--- src/dpap_pkg.sv ---
// Shared constants of the dual pulse-added PWM block
package dpap_pkg;
  // Register indexes; byte address is four times the index
  localparam logic [15:0] IDX_ROUTE   = 16'hfe57;
  localparam logic [15:0] IDX_ADD_A   = 16'hfe72;
  localparam logic [15:0] IDX_PW_A    = 16'hfe73;
  localparam logic [15:0] IDX_ADD_B   = 16'hfe74;
  localparam logic [15:0] IDX_PW_B    = 16'hfe75;
  localparam logic [15:0] IDX_CTRL    = 16'hfe76;
  localparam logic [15:0] IDX_IRQ_STS = 16'hfe78;
  localparam logic [15:0] IDX_IRQ_MSK = 16'hfe79;
  localparam int          ADDR_W      = 20;

  // Route register fields; absent bits read as one
  localparam int         ROUTE_SEL_BIT = 0;
  localparam int         ROUTE_FIX_BIT = 1;
  localparam int         ROUTE_MON_BIT = 4;
  localparam logic [7:0] ROUTE_ONES    = 8'hec;
  localparam logic [2:0] ROUTE_RESET   = 3'h0;

  // Added-pulse registers: field in 7:4, low nibble reads as ones
  localparam int         ADD_LSB    = 4;
  localparam logic [3:0] ADD_FILL   = 4'hf;
  localparam logic [3:0] ADD_RESET  = 4'h0;
  localparam logic [7:0] PW_RESET   = 8'h00;

  // Control register fields
  localparam int         CTRL_PER_LSB = 4;
  localparam int         CTRL_RUN_B   = 3;
  localparam int         CTRL_RUN_A   = 2;
  localparam int         CTRL_OV      = 1;
  localparam int         CTRL_IE      = 0;
  localparam logic [7:0] CTRL_RESET   = 8'h00;
  localparam logic       IRQ_RESET    = 1'b0;

  // Timebase: one mclk is one third of an instruction cycle
  localparam int         CLK_PERIOD_NS   = 50;
  localparam logic [3:0] UNITS_PER_STEP  = 4'hf; // 16 units, last index
  localparam logic [3:0] STEPS_PER_ALL   = 4'hf; // 16 periods, last index
endpackage

--- src/dpap_chan_if.sv ---
// Timebase and setting bundle between the core and one PWM channel
`timescale 1ns/1ps
interface dpap_chan_if;
  logic [7:0] pos;
  logic       last;
  logic [3:0] idx;
  logic       run;
  logic [7:0] pw;
  logic [3:0] add;
  logic       wave;
  modport src  (output pos, last, idx, run, pw, add, input wave);
  modport chan (input pos, last, idx, run, pw, add, output wave);
endinterface

--- src/dpap_chan.sv ---
// One pulse-added PWM channel: fundamental compare plus added pulse
`timescale 1ns/1ps
module dpap_chan
  import dpap_pkg::*;
(
  // Clock and reset
  input  wire logic mclk,
  input  wire logic rst_n,
  // Timebase and settings
  dpap_chan_if.chan ch
);
  typedef struct packed {
    logic wave;
  } dpap_chan_st_t;

  dpap_chan_st_t st_q;
  dpap_chan_st_t st_d;
  logic          extra;
  logic [8:0]    thr;

  // Bit reversal spreads the stretched periods evenly over sixteen
  function automatic logic [3:0] dpap_rev4(input logic [3:0] v);
    dpap_rev4 = {v[0], v[1], v[2], v[3]};
  endfunction

  always_comb
  begin
    extra = (dpap_rev4(ch.idx) < ch.add);
    thr   = {1'b0, ch.pw} + {8'h00, extra};
    st_d  = st_q;
    // Last unit always low, so the widest pulse is period minus one unit
    st_d.wave = ch.run && ({1'b0, ch.pos} < thr) && !ch.last;
  end

  always_ff @(posedge mclk or negedge rst_n)
  begin
    if (!rst_n)
      st_q <= '0;
    else
      st_q <= st_d;
  end

  assign ch.wave = st_q.wave;

  AST_LAST_LOW: assert property (@(posedge mclk) disable iff (!rst_n)
    ch.last |=> !ch.wave)
    else $error("wave high in the last unit of a period");
  AST_FUND_WIDTH: assert property (@(posedge mclk) disable iff (!rst_n)
    (ch.run && !ch.last && ch.pos < ch.pw) |=> ch.wave)
    else $error("wave low inside the programmed width");
  AST_PLAIN_MODE: assert property (@(posedge mclk) disable iff (!rst_n)
    (ch.add == 4'h0 && ch.pos >= ch.pw) |=> !ch.wave)
    else $error("wave high past width with no added pulse");
  AST_ADDED: assert property (@(posedge mclk) disable iff (!rst_n)
    (ch.run && !ch.last && ch.pos == ch.pw
      && dpap_rev4(ch.idx) < ch.add) |=> ch.wave)
    else $error("added pulse missing");
endmodule

--- src/dpap_top.sv ---
// Dual pulse-added PWM with APB register access
`timescale 1ns/1ps
module dpap_top
  import dpap_pkg::*;
(
  // Clock and reset
  input  wire logic                          mclk,
  input  wire logic                          rstn,
  // APB slave
  input  wire logic                          psel,
  input  wire logic                          penable,
  input  wire logic                          pwrite,
  input  wire logic [dpap_pkg::ADDR_W-1:0]   paddr,
  input  wire logic [31:0]                   pwdata,
  output logic      [31:0]                   prdata,
  output logic                               pready,
  output logic                               pslverr,
  // Interrupt
  output logic                               irq,
  // Output pin pairs, bit 0 channel a, bit 1 channel b
  output logic      [1:0]                    port2_pwm,
  output logic      [1:0]                    port3_pwm
);
  typedef struct packed {
    logic [2:0]  route;
    logic [3:0]  add_a;
    logic [7:0]  pw_a;
    logic [3:0]  add_b;
    logic [7:0]  pw_b;
    logic [7:0]  ctrl;
    logic        sts;
    logic        msk;
    logic [3:0]  unit;
    logic [3:0]  step;
    logic [3:0]  idx;
    logic [31:0] rdata;
    logic        ready;
    logic        slverr;
    logic        irq;
    logic [1:0]  p2;
    logic [1:0]  p3;
  } dpap_top_st_t;

  dpap_top_st_t st_q;
  dpap_top_st_t st_d;
  logic [1:0]   rst_sync_q;
  logic         rst_n;
  logic         run_any;
  logic         fund_end;
  logic         all_end;
  logic         access;
  logic         wr;
  logic         rd;
  logic         hit;
  logic [7:0]   rval;

  dpap_chan_if ch_a ();
  dpap_chan_if ch_b ();

  // Byte address of a register index
  function automatic logic [ADDR_W-1:0] dpap_addr(input logic [15:0] idx);
    dpap_addr = {2'b00, idx, 2'b00};
  endfunction

  // Release of reset is synchronised; assertion stays asynchronous
  always_ff @(posedge mclk or negedge rstn)
  begin
    if (!rstn)
      rst_sync_q <= 2'b00;
    else
      rst_sync_q <= {rst_sync_q[0], 1'b1};
  end
  assign rst_n = rst_sync_q[1];

  dpap_chan u_chan_a (
    .mclk  (mclk),
    .rst_n (rst_n),
    .ch    (ch_a.chan)
  );
  dpap_chan u_chan_b (
    .mclk  (mclk),
    .rst_n (rst_n),
    .ch    (ch_b.chan)
  );

  // Shared timebase feeds both channels
  assign ch_a.pos  = {st_q.step, st_q.unit};
  assign ch_b.pos  = {st_q.step, st_q.unit};
  assign ch_a.last = fund_end;
  assign ch_b.last = fund_end;
  assign ch_a.idx  = st_q.idx;
  assign ch_b.idx  = st_q.idx;
  assign ch_a.run  = st_q.ctrl[CTRL_RUN_A];
  assign ch_b.run  = st_q.ctrl[CTRL_RUN_B];
  assign ch_a.pw   = st_q.pw_a;
  assign ch_b.pw   = st_q.pw_b;
  assign ch_a.add  = st_q.add_a;
  assign ch_b.add  = st_q.add_b;

  always_comb
  begin
    run_any  = st_q.ctrl[CTRL_RUN_A] || st_q.ctrl[CTRL_RUN_B];
    // A period field lowered mid-period ends the current period at the end of the current step
    fund_end = (st_q.unit == UNITS_PER_STEP)
               && (st_q.step >= st_q.ctrl[7:CTRL_PER_LSB]);
    all_end  = run_any && fund_end && (st_q.idx == STEPS_PER_ALL);
    access   = psel && penable && st_q.ready;
    wr       = access && pwrite;
    rd       = access && !pwrite;
    hit      = 1'b1;
    rval     = 8'h00;
    if (paddr == dpap_addr(IDX_ROUTE))
      rval = ROUTE_ONES | {3'b000, st_q.route[2], 2'b00, st_q.route[1:0]};
    else if (paddr == dpap_addr(IDX_ADD_A))
      rval = {st_q.add_a, ADD_FILL};
    else if (paddr == dpap_addr(IDX_PW_A))
      rval = st_q.pw_a;
    else if (paddr == dpap_addr(IDX_ADD_B))
      rval = {st_q.add_b, ADD_FILL};
    else if (paddr == dpap_addr(IDX_PW_B))
      rval = st_q.pw_b;
    else if (paddr == dpap_addr(IDX_CTRL))
      rval = st_q.ctrl;
    else if (paddr == dpap_addr(IDX_IRQ_STS))
      rval = {7'h00, st_q.sts};
    else if (paddr == dpap_addr(IDX_IRQ_MSK))
      rval = {7'h00, st_q.msk};
    else
      hit = 1'b0;

    st_d = st_q;
    // One wait state so read data leave a flip-flop
    st_d.ready = psel && penable && !st_q.ready;
    if (psel && penable && !st_q.ready)
    begin
      st_d.rdata  = pwrite ? 32'h0000_0000 : {24'h000000, rval};
      st_d.slverr = !hit;
    end
    else if (!psel)
    begin
      st_d.slverr = 1'b0;
    end

    if (wr)
    begin
      if (paddr == dpap_addr(IDX_ROUTE))
        st_d.route = {pwdata[ROUTE_MON_BIT], pwdata[ROUTE_FIX_BIT],
                      pwdata[ROUTE_SEL_BIT]};
      else if (paddr == dpap_addr(IDX_ADD_A))
        st_d.add_a = pwdata[ADD_LSB +: 4];
      else if (paddr == dpap_addr(IDX_PW_A))
        st_d.pw_a = pwdata[7:0];
      else if (paddr == dpap_addr(IDX_ADD_B))
        st_d.add_b = pwdata[ADD_LSB +: 4];
      else if (paddr == dpap_addr(IDX_PW_B))
        st_d.pw_b = pwdata[7:0];
      else if (paddr == dpap_addr(IDX_CTRL))
        // Flag only clears by writing zero; writing one keeps it
        st_d.ctrl = {pwdata[7:2],
                     pwdata[CTRL_OV] & st_q.ctrl[CTRL_OV],
                     pwdata[CTRL_IE]};
      else if (paddr == dpap_addr(IDX_IRQ_MSK))
        st_d.msk = pwdata[0];
    end
    if (rd && paddr == dpap_addr(IDX_IRQ_STS))
      st_d.sts = 1'b0;

    // Timebase stops and rewinds while both channels are stopped
    if (!run_any)
    begin
      st_d.unit = 4'h0;
      st_d.step = 4'h0;
      st_d.idx  = 4'h0;
    end
    else if (fund_end)
    begin
      st_d.unit = 4'h0;
      st_d.step = 4'h0;
      st_d.idx  = st_q.idx + 4'h1;
    end
    else if (st_q.unit == UNITS_PER_STEP)
    begin
      st_d.unit = 4'h0;
      st_d.step = st_q.step + 4'h1;
    end
    else
    begin
      st_d.unit = st_q.unit + 4'h1;
    end

    // Set wins over a clear in the same cycle
    if (all_end)
    begin
      st_d.ctrl[CTRL_OV] = 1'b1;
      st_d.sts = 1'b1;
    end

    st_d.irq = (st_q.ctrl[CTRL_OV] && st_q.ctrl[CTRL_IE])
               || (st_q.sts && st_q.msk);
    if (st_q.route[0])
    begin
      st_d.p2 = {ch_b.wave, ch_a.wave};
      st_d.p3 = 2'b00;
    end
    else
    begin
      st_d.p2 = 2'b00;
      st_d.p3 = {ch_b.wave, ch_a.wave};
    end
  end

  always_ff @(posedge mclk or negedge rst_n)
  begin
    if (!rst_n)
    begin
      st_q       <= '0;
      st_q.route <= ROUTE_RESET;
      st_q.add_a <= ADD_RESET;
      st_q.pw_a  <= PW_RESET;
      st_q.add_b <= ADD_RESET;
      st_q.pw_b  <= PW_RESET;
      st_q.ctrl  <= CTRL_RESET;
      st_q.irq   <= IRQ_RESET;
    end
    else
    begin
      st_q <= st_d;
    end
  end

  assign prdata    = st_q.rdata;
  assign pready    = st_q.ready;
  assign pslverr   = st_q.slverr;
  assign irq       = st_q.irq;
  assign port2_pwm = st_q.p2;
  assign port3_pwm = st_q.p3;

  AST_OV_SET: assert property (@(posedge mclk) disable iff (!rst_n)
    all_end |=> st_q.ctrl[CTRL_OV])
    else $error("overflow flag not set at end of overall period");
  AST_IRQ_REQ: assert property (@(posedge mclk) disable iff (!rst_n)
    (st_q.ctrl[CTRL_OV] && st_q.ctrl[CTRL_IE]) |=> irq)
    else $error("interrupt missing with flag and enable set");
  // Checked where the step meets the field; a lowered field may end
  // a period later than that, so the end itself is not the trigger
  AST_FUND_LEN: assert property (@(posedge mclk) disable iff (!rst_n)
    (run_any && st_q.unit == UNITS_PER_STEP
      && st_q.step == st_q.ctrl[7:CTRL_PER_LSB])
      |=> st_q.step == 4'h0 && st_q.unit == 4'h0)
    else $error("fundamental period length wrong");
  AST_OVERALL: assert property (@(posedge mclk) disable iff (!rst_n)
    all_end |=> st_q.idx == 4'h0 && st_q.unit == 4'h0)
    else $error("overall period not sixteen fundamentals");
  AST_LOW_ONES: assert property (@(posedge mclk) disable iff (!rst_n)
    (pready && !pwrite && psel
      && paddr == dpap_addr(IDX_ADD_B)) |-> prdata[3:0] == ADD_FILL)
    else $error("added-pulse low nibble not ones");

  // Pin routing and stop checks
  AST_ROUTE_P2: assert property (@(posedge mclk) disable iff (!rst_n)
    st_q.route[0] |=> port3_pwm == 2'b00)
    else $error("port-3 pair driven while port-2 selected");
  AST_ROUTE_P3: assert property (@(posedge mclk) disable iff (!rst_n)
    !st_q.route[0] |=> port2_pwm == 2'b00)
    else $error("port-2 pair driven while port-3 selected");
  AST_STOP_A: assert property (@(posedge mclk) disable iff (!rst_n)
    !st_q.ctrl[CTRL_RUN_A] |-> ##2 !port2_pwm[0] && !port3_pwm[0])
    else $error("stopped channel a drives high");
  AST_STOP_B: assert property (@(posedge mclk) disable iff (!rst_n)
    !st_q.ctrl[CTRL_RUN_B] |-> ##2 !port2_pwm[1] && !port3_pwm[1])
    else $error("stopped channel b drives high");

  // Flag, interrupt and timebase checks
  AST_STS_SET: assert property (@(posedge mclk)
    disable iff (!rst_n) all_end |=> st_q.sts)
    else $error("status bit not set at end of overall period");
  AST_OV_HOLD: assert property (@(posedge mclk)
    disable iff (!rst_n)
    (st_q.ctrl[CTRL_OV] && !(wr && paddr == dpap_addr(IDX_CTRL)))
      |=> st_q.ctrl[CTRL_OV])
    else $error("overflow flag cleared without a write");
  AST_IRQ_QUIET: assert property (@(posedge mclk)
    disable iff (!rst_n)
    (!(st_q.ctrl[CTRL_OV] && st_q.ctrl[CTRL_IE]) && !(st_q.sts && st_q.msk))
      |=> !irq)
    else $error("interrupt raised with no enabled source");
  AST_REWIND: assert property (@(posedge mclk)
    disable iff (!rst_n)
    !run_any |=> st_q.unit == 4'h0 && st_q.step == 4'h0 && st_q.idx == 4'h0)
    else $error("timebase runs while both channels stopped");
  // Each fundamental period moves the added-pulse index on by one
  AST_IDX_STEP: assert property (@(posedge mclk)
    disable iff (!rst_n)
    (run_any && fund_end) |=> st_q.idx == $past(st_q.idx) + 4'h1)
    else $error("period index skipped");
endmodule

--- config.mk ---
export PLATFORM = sky130hd
export DESIGN_NAME = dpap_top
export DESIGN_NICKNAME = d
export VERILOG_FILES = /design/src/dpap_pkg.sv /design/src/dpap_chan_if.sv /design/src/dpap_chan.sv /design/src/dpap_top.sv
export SDC_FILE = /design/constraint.sdc
export NUM_CORES = 1
export LEC_CHECK = 0
export BUFFER_PORTS_ARGS = -buffer_cell sky130_fd_sc_hd__buf_2
export CORE_MARGIN = 5
export CORE_UTILIZATION = 45
export DETAILED_ROUTE_END_ITERATION = 8
export PLACE_DENSITY = 0.68
export SLEW_MARGIN = 20
export SYNTH_ARGS = -nofsm -noshare
export SYNTH_HDL_FRONTEND = slang
export SYNTH_SLANG_ARGS = --single-unit
--- constraint.sdc ---
create_clock -name mclk -period 3.82 [get_ports mclk]
set_input_delay 0.764 -clock mclk [delete_from_list [all_inputs] [get_ports mclk]]
set_output_delay 0.764 -clock mclk [all_outputs]
set_load 0.05 [all_outputs]
==> impl_metrics.toml <==
[synth]
synth_top_area_share_pct = 39.73
synth-main-ff-cell = "dfrtp_1"
yosysSeqAreaShare_pct = 39.73
synthesis.area_um2 = 4283
synthTopCellsByCount = "dfrtp_1 (68), buf_4 (36), nand2_1 (34)"
yosysUniqueCellTypes = 57
synthArstFlopShare_pct = 100.0
synth_most_common_cell = "dfrtp_1"
synth_top_area_cell = "dfrtp_1"
synthCells = 436
avgSynthCellArea_um2 = 9.823
yosys-top-cells-area = "dfrtp_1 (40%), ha_1 (9.1%), buf_4 (6.3%), mux2_2 (6.0%), nand2_1 (3.0%)"
synth_edf_count = 0
ys_ff_latch = 68
ys_warn_count = 0

[sta]
worst_clock_skew_ns = 0.008936
slew_violations = 0
finalHoldViolCount = 0
worst_pin_slew_ns = 0.9826
rsz0062_at_grt = "no"
fin_setup_tns_ns = 0
slew_headroom_pct = 33.89
min_period_ns = 3.219
fmax_mhz = 310.6
period_share_pct = 84.28
setup_viol_count_final = 0

[worst_setup_path]
crit_arrival_ns = 3.46
required_ns = 4.06
critical_path.max_fanout = 6
cp-start-kind = "register"
critPathKind = "reg -> reg"
critPathCaptureType = "register"
worst_r2r_path_depth = 13

[grt]
grtUsageMet1_pct = 25.76
grt_max_degree = 38
grt_busiest_layer = "met2"
grt_pass1_vias = 3300
grtUsageMet2_pct = 30.42
grt_first_pass_wirelength_mm = 16.99
grt_use_met3_pct = 3.239
grt.total_usage_pct = 18.86
antenna_found_initial = 0
grt-ovfl-total = 0

[cells_and_area]
final_cell_area_um2 = 4668
multi_input_comb_area_um2 = 2287
nets = 560
drive_above_1_share_pct = 20.75
final_cell_count_no_fill = 606
fillers = 865
antenna_cells = 0
regArea_um2 = 1703
synthToLayoutAreaGrowth_pct = 8.998

[route]
dr_total_vias = 3354
postRouteAntennaNets = 0
wl_per_cell_um = 17.39
drc = 0
first_iter_violations = 186
drt_wl_total_mm = 10.54
vias_per_cell = 5.535
drtPass1Iterations = 5

[job]
cap_violations = 0

[pwr]
power_frac_comb_pct = 9.0
ir_drop_uv = 158.2
power.switching_mw = 0.4018
clkPwrFrac_pct = 41.7
p_leak_nw = 2.285
p_per_area_nw_per_um2 = 318.4
p_seq_share_pct = 49.4
intPower_mw = 1.085
sw_frac_of_total_pct = 27.03

[cts]
cts_buffer_depth = 2
cts-buffers-inserted = 9
worstSkewPairLatency_ns = 0.35
clk_pin_slew_ns = 0.08
clock-sinks = 68
cts-root-buf = "clkbuf_8"
postCtsSetupRepairBufs = 0
ctsHoldBuffers = 0
cts_tree = "built"
htreeDepth = 3
cts_resized = 0

[die]
initial_utilization_pct = 46.35
rows = 35
dieArea_um2 = 11570
dieHeight_um = 107.6
ioPinCount = 96
fp.dieW_um = 107.6
core-area_um2 = 9240

[placed_design]
io_buffers = 47
placed_cell_area_um2 = 4466
dp_hpwl_mm = 8.066
placed_cells = 590
gp_congestion = 0.8869

[hold_path]
min_path_type = "in -> async"

[status]
status = "finished clean"
[per-stage QoR]
| stage | total power [mW] | hold slack (ns) | util, % | setup slack [ns] |
|---|---|---|---|---|
| finish | 1.486 | 0.1787 | 50.52 | 0.6005 |
| global route | 1.533 | 0.1683 | 50.52 | 0.3882 |
| CTS | 1.493 | 0.1699 | 50.52 | 0.5854 |
| detailed placement | 0.8815 | 0.3346 | 48.33 | 0.6171 |
| global placement | 0.8784 | 0.3370 | 48.33 | 0.6514 |
| floorplan | 0.8632 | 0.3312 | - | 1.196 |
[final cells by class]
type,instances,share of cell area (%)
clock buffers,12,3.324
repair buffers,48,5.200
flip-flops and latches,68,36.48
well taps,129,3.458
clock inverters,4,1.018
multi-input cells,326,48.99
inverters,19,1.528
[path summary, 6_finish.rpt]
path	from	end	slack (ns)
setup / recovery	ch_a.idx[2]	u_chan_a.ch.wave	0.60
hold / removal	rstn	rst_sync_q[1]	0.18
setup reg to reg	ch_a.idx[2]	u_chan_a.ch.wave	0.60
hold reg to reg	rst_sync_q[0]	rst_sync_q[1]	0.35
max in group asynchronous	rst_sync_q[1]	ch_a.pw[5]	2.52
min in group mclk	rst_sync_q[0]	rst_sync_q[1]	0.35
[placed cells by master (no fill, tap or decap), drive strengths merged, types with 2 or more instances in the layout]
master	n
a32o	2
a21oi	19
and2	2
a2111oi	2
o21ai	24
nor2	16
nand2b	10
buf	48
nor4	3
a21o	14
nand2	34
a211oi	8
and4bb	2
o21a	2
inv	19
and4	2
xor2	11
nand4	5
o22a	2
ha	31
or3	4
mux2i	4
clkbuf	12
and3	11
xnor2	6
dfrtp	68
nand3	24
nor3	13
conb	25
o2bb2ai	2
o221ai	4
a22o	3
nor2b	3
clkinv	2
or2	2
mux2	23
[flip-flops by register name, indices dropped and copies added, names as in the netlist, 4 cells and up]
| register | count |
|---|---|
| ch_b.pw | 8 |
| ch_a.add | 4 |
| ch_b.add | 4 |
| prdata | 8 |
| ch_a.pos | 8 |
| ch_a.idx | 4 |
| st_q | 11 |
| ch_a.pw | 8 |
[worst max-delay path, cell delays in order (launching register included)]
cell and delay (ns):
dfrtp_1 0.45, ha_1 0.32, a21o_1 0.15, a21o_1 0.16
a21oi_1 0.31, ha_1 0.26, ha_1 0.22, nand3_1 0.11
xor2_1 0.16, ha_1 0.18, a21o_1 0.15, a211oi_1 0.21
o21ai_0 0.11, a211oi_1 0.28
[power groups by stage]
stage	combinational (mW)	clock, mW	sequential, mW
2_1_floorplan	0.107	0	0.756
3_3_place_gp	0.130	0	0.748
3_5_place_dp	0.132	0	0.749
4_1_cts	0.133	0.625	0.735
5_1_grt	0.143	0.653	0.736
6_report	0.133	0.619	0.734
[routing by layer]
layer  wire length [µm]  vias up  share of wire (%)
met2               5106      101                 48
met4                161        0                1.5
met5                  0        -                  0
li1                   -     1579                  -
met3                566       15                5.4
met1               4702     1659                 45
[kinds of logic (layout without fill, tap and decap cells)]
kind of cell,after synthesis,count (layout),share of synthesized area (%)
flip-flops,68,68,39.73
adder cells (fa/ha/maj),31,31,9.056
AO/OA/AOI/OAI,90,90,13.99
multiplexers,27,27,6.982
buffers and inverters,65,83,8.881
AND/OR/NAND/NOR,136,136,17.70
other,2,25,0.1754
XOR/XNOR,17,17,3.476
(Power assumes the default switching activity.)
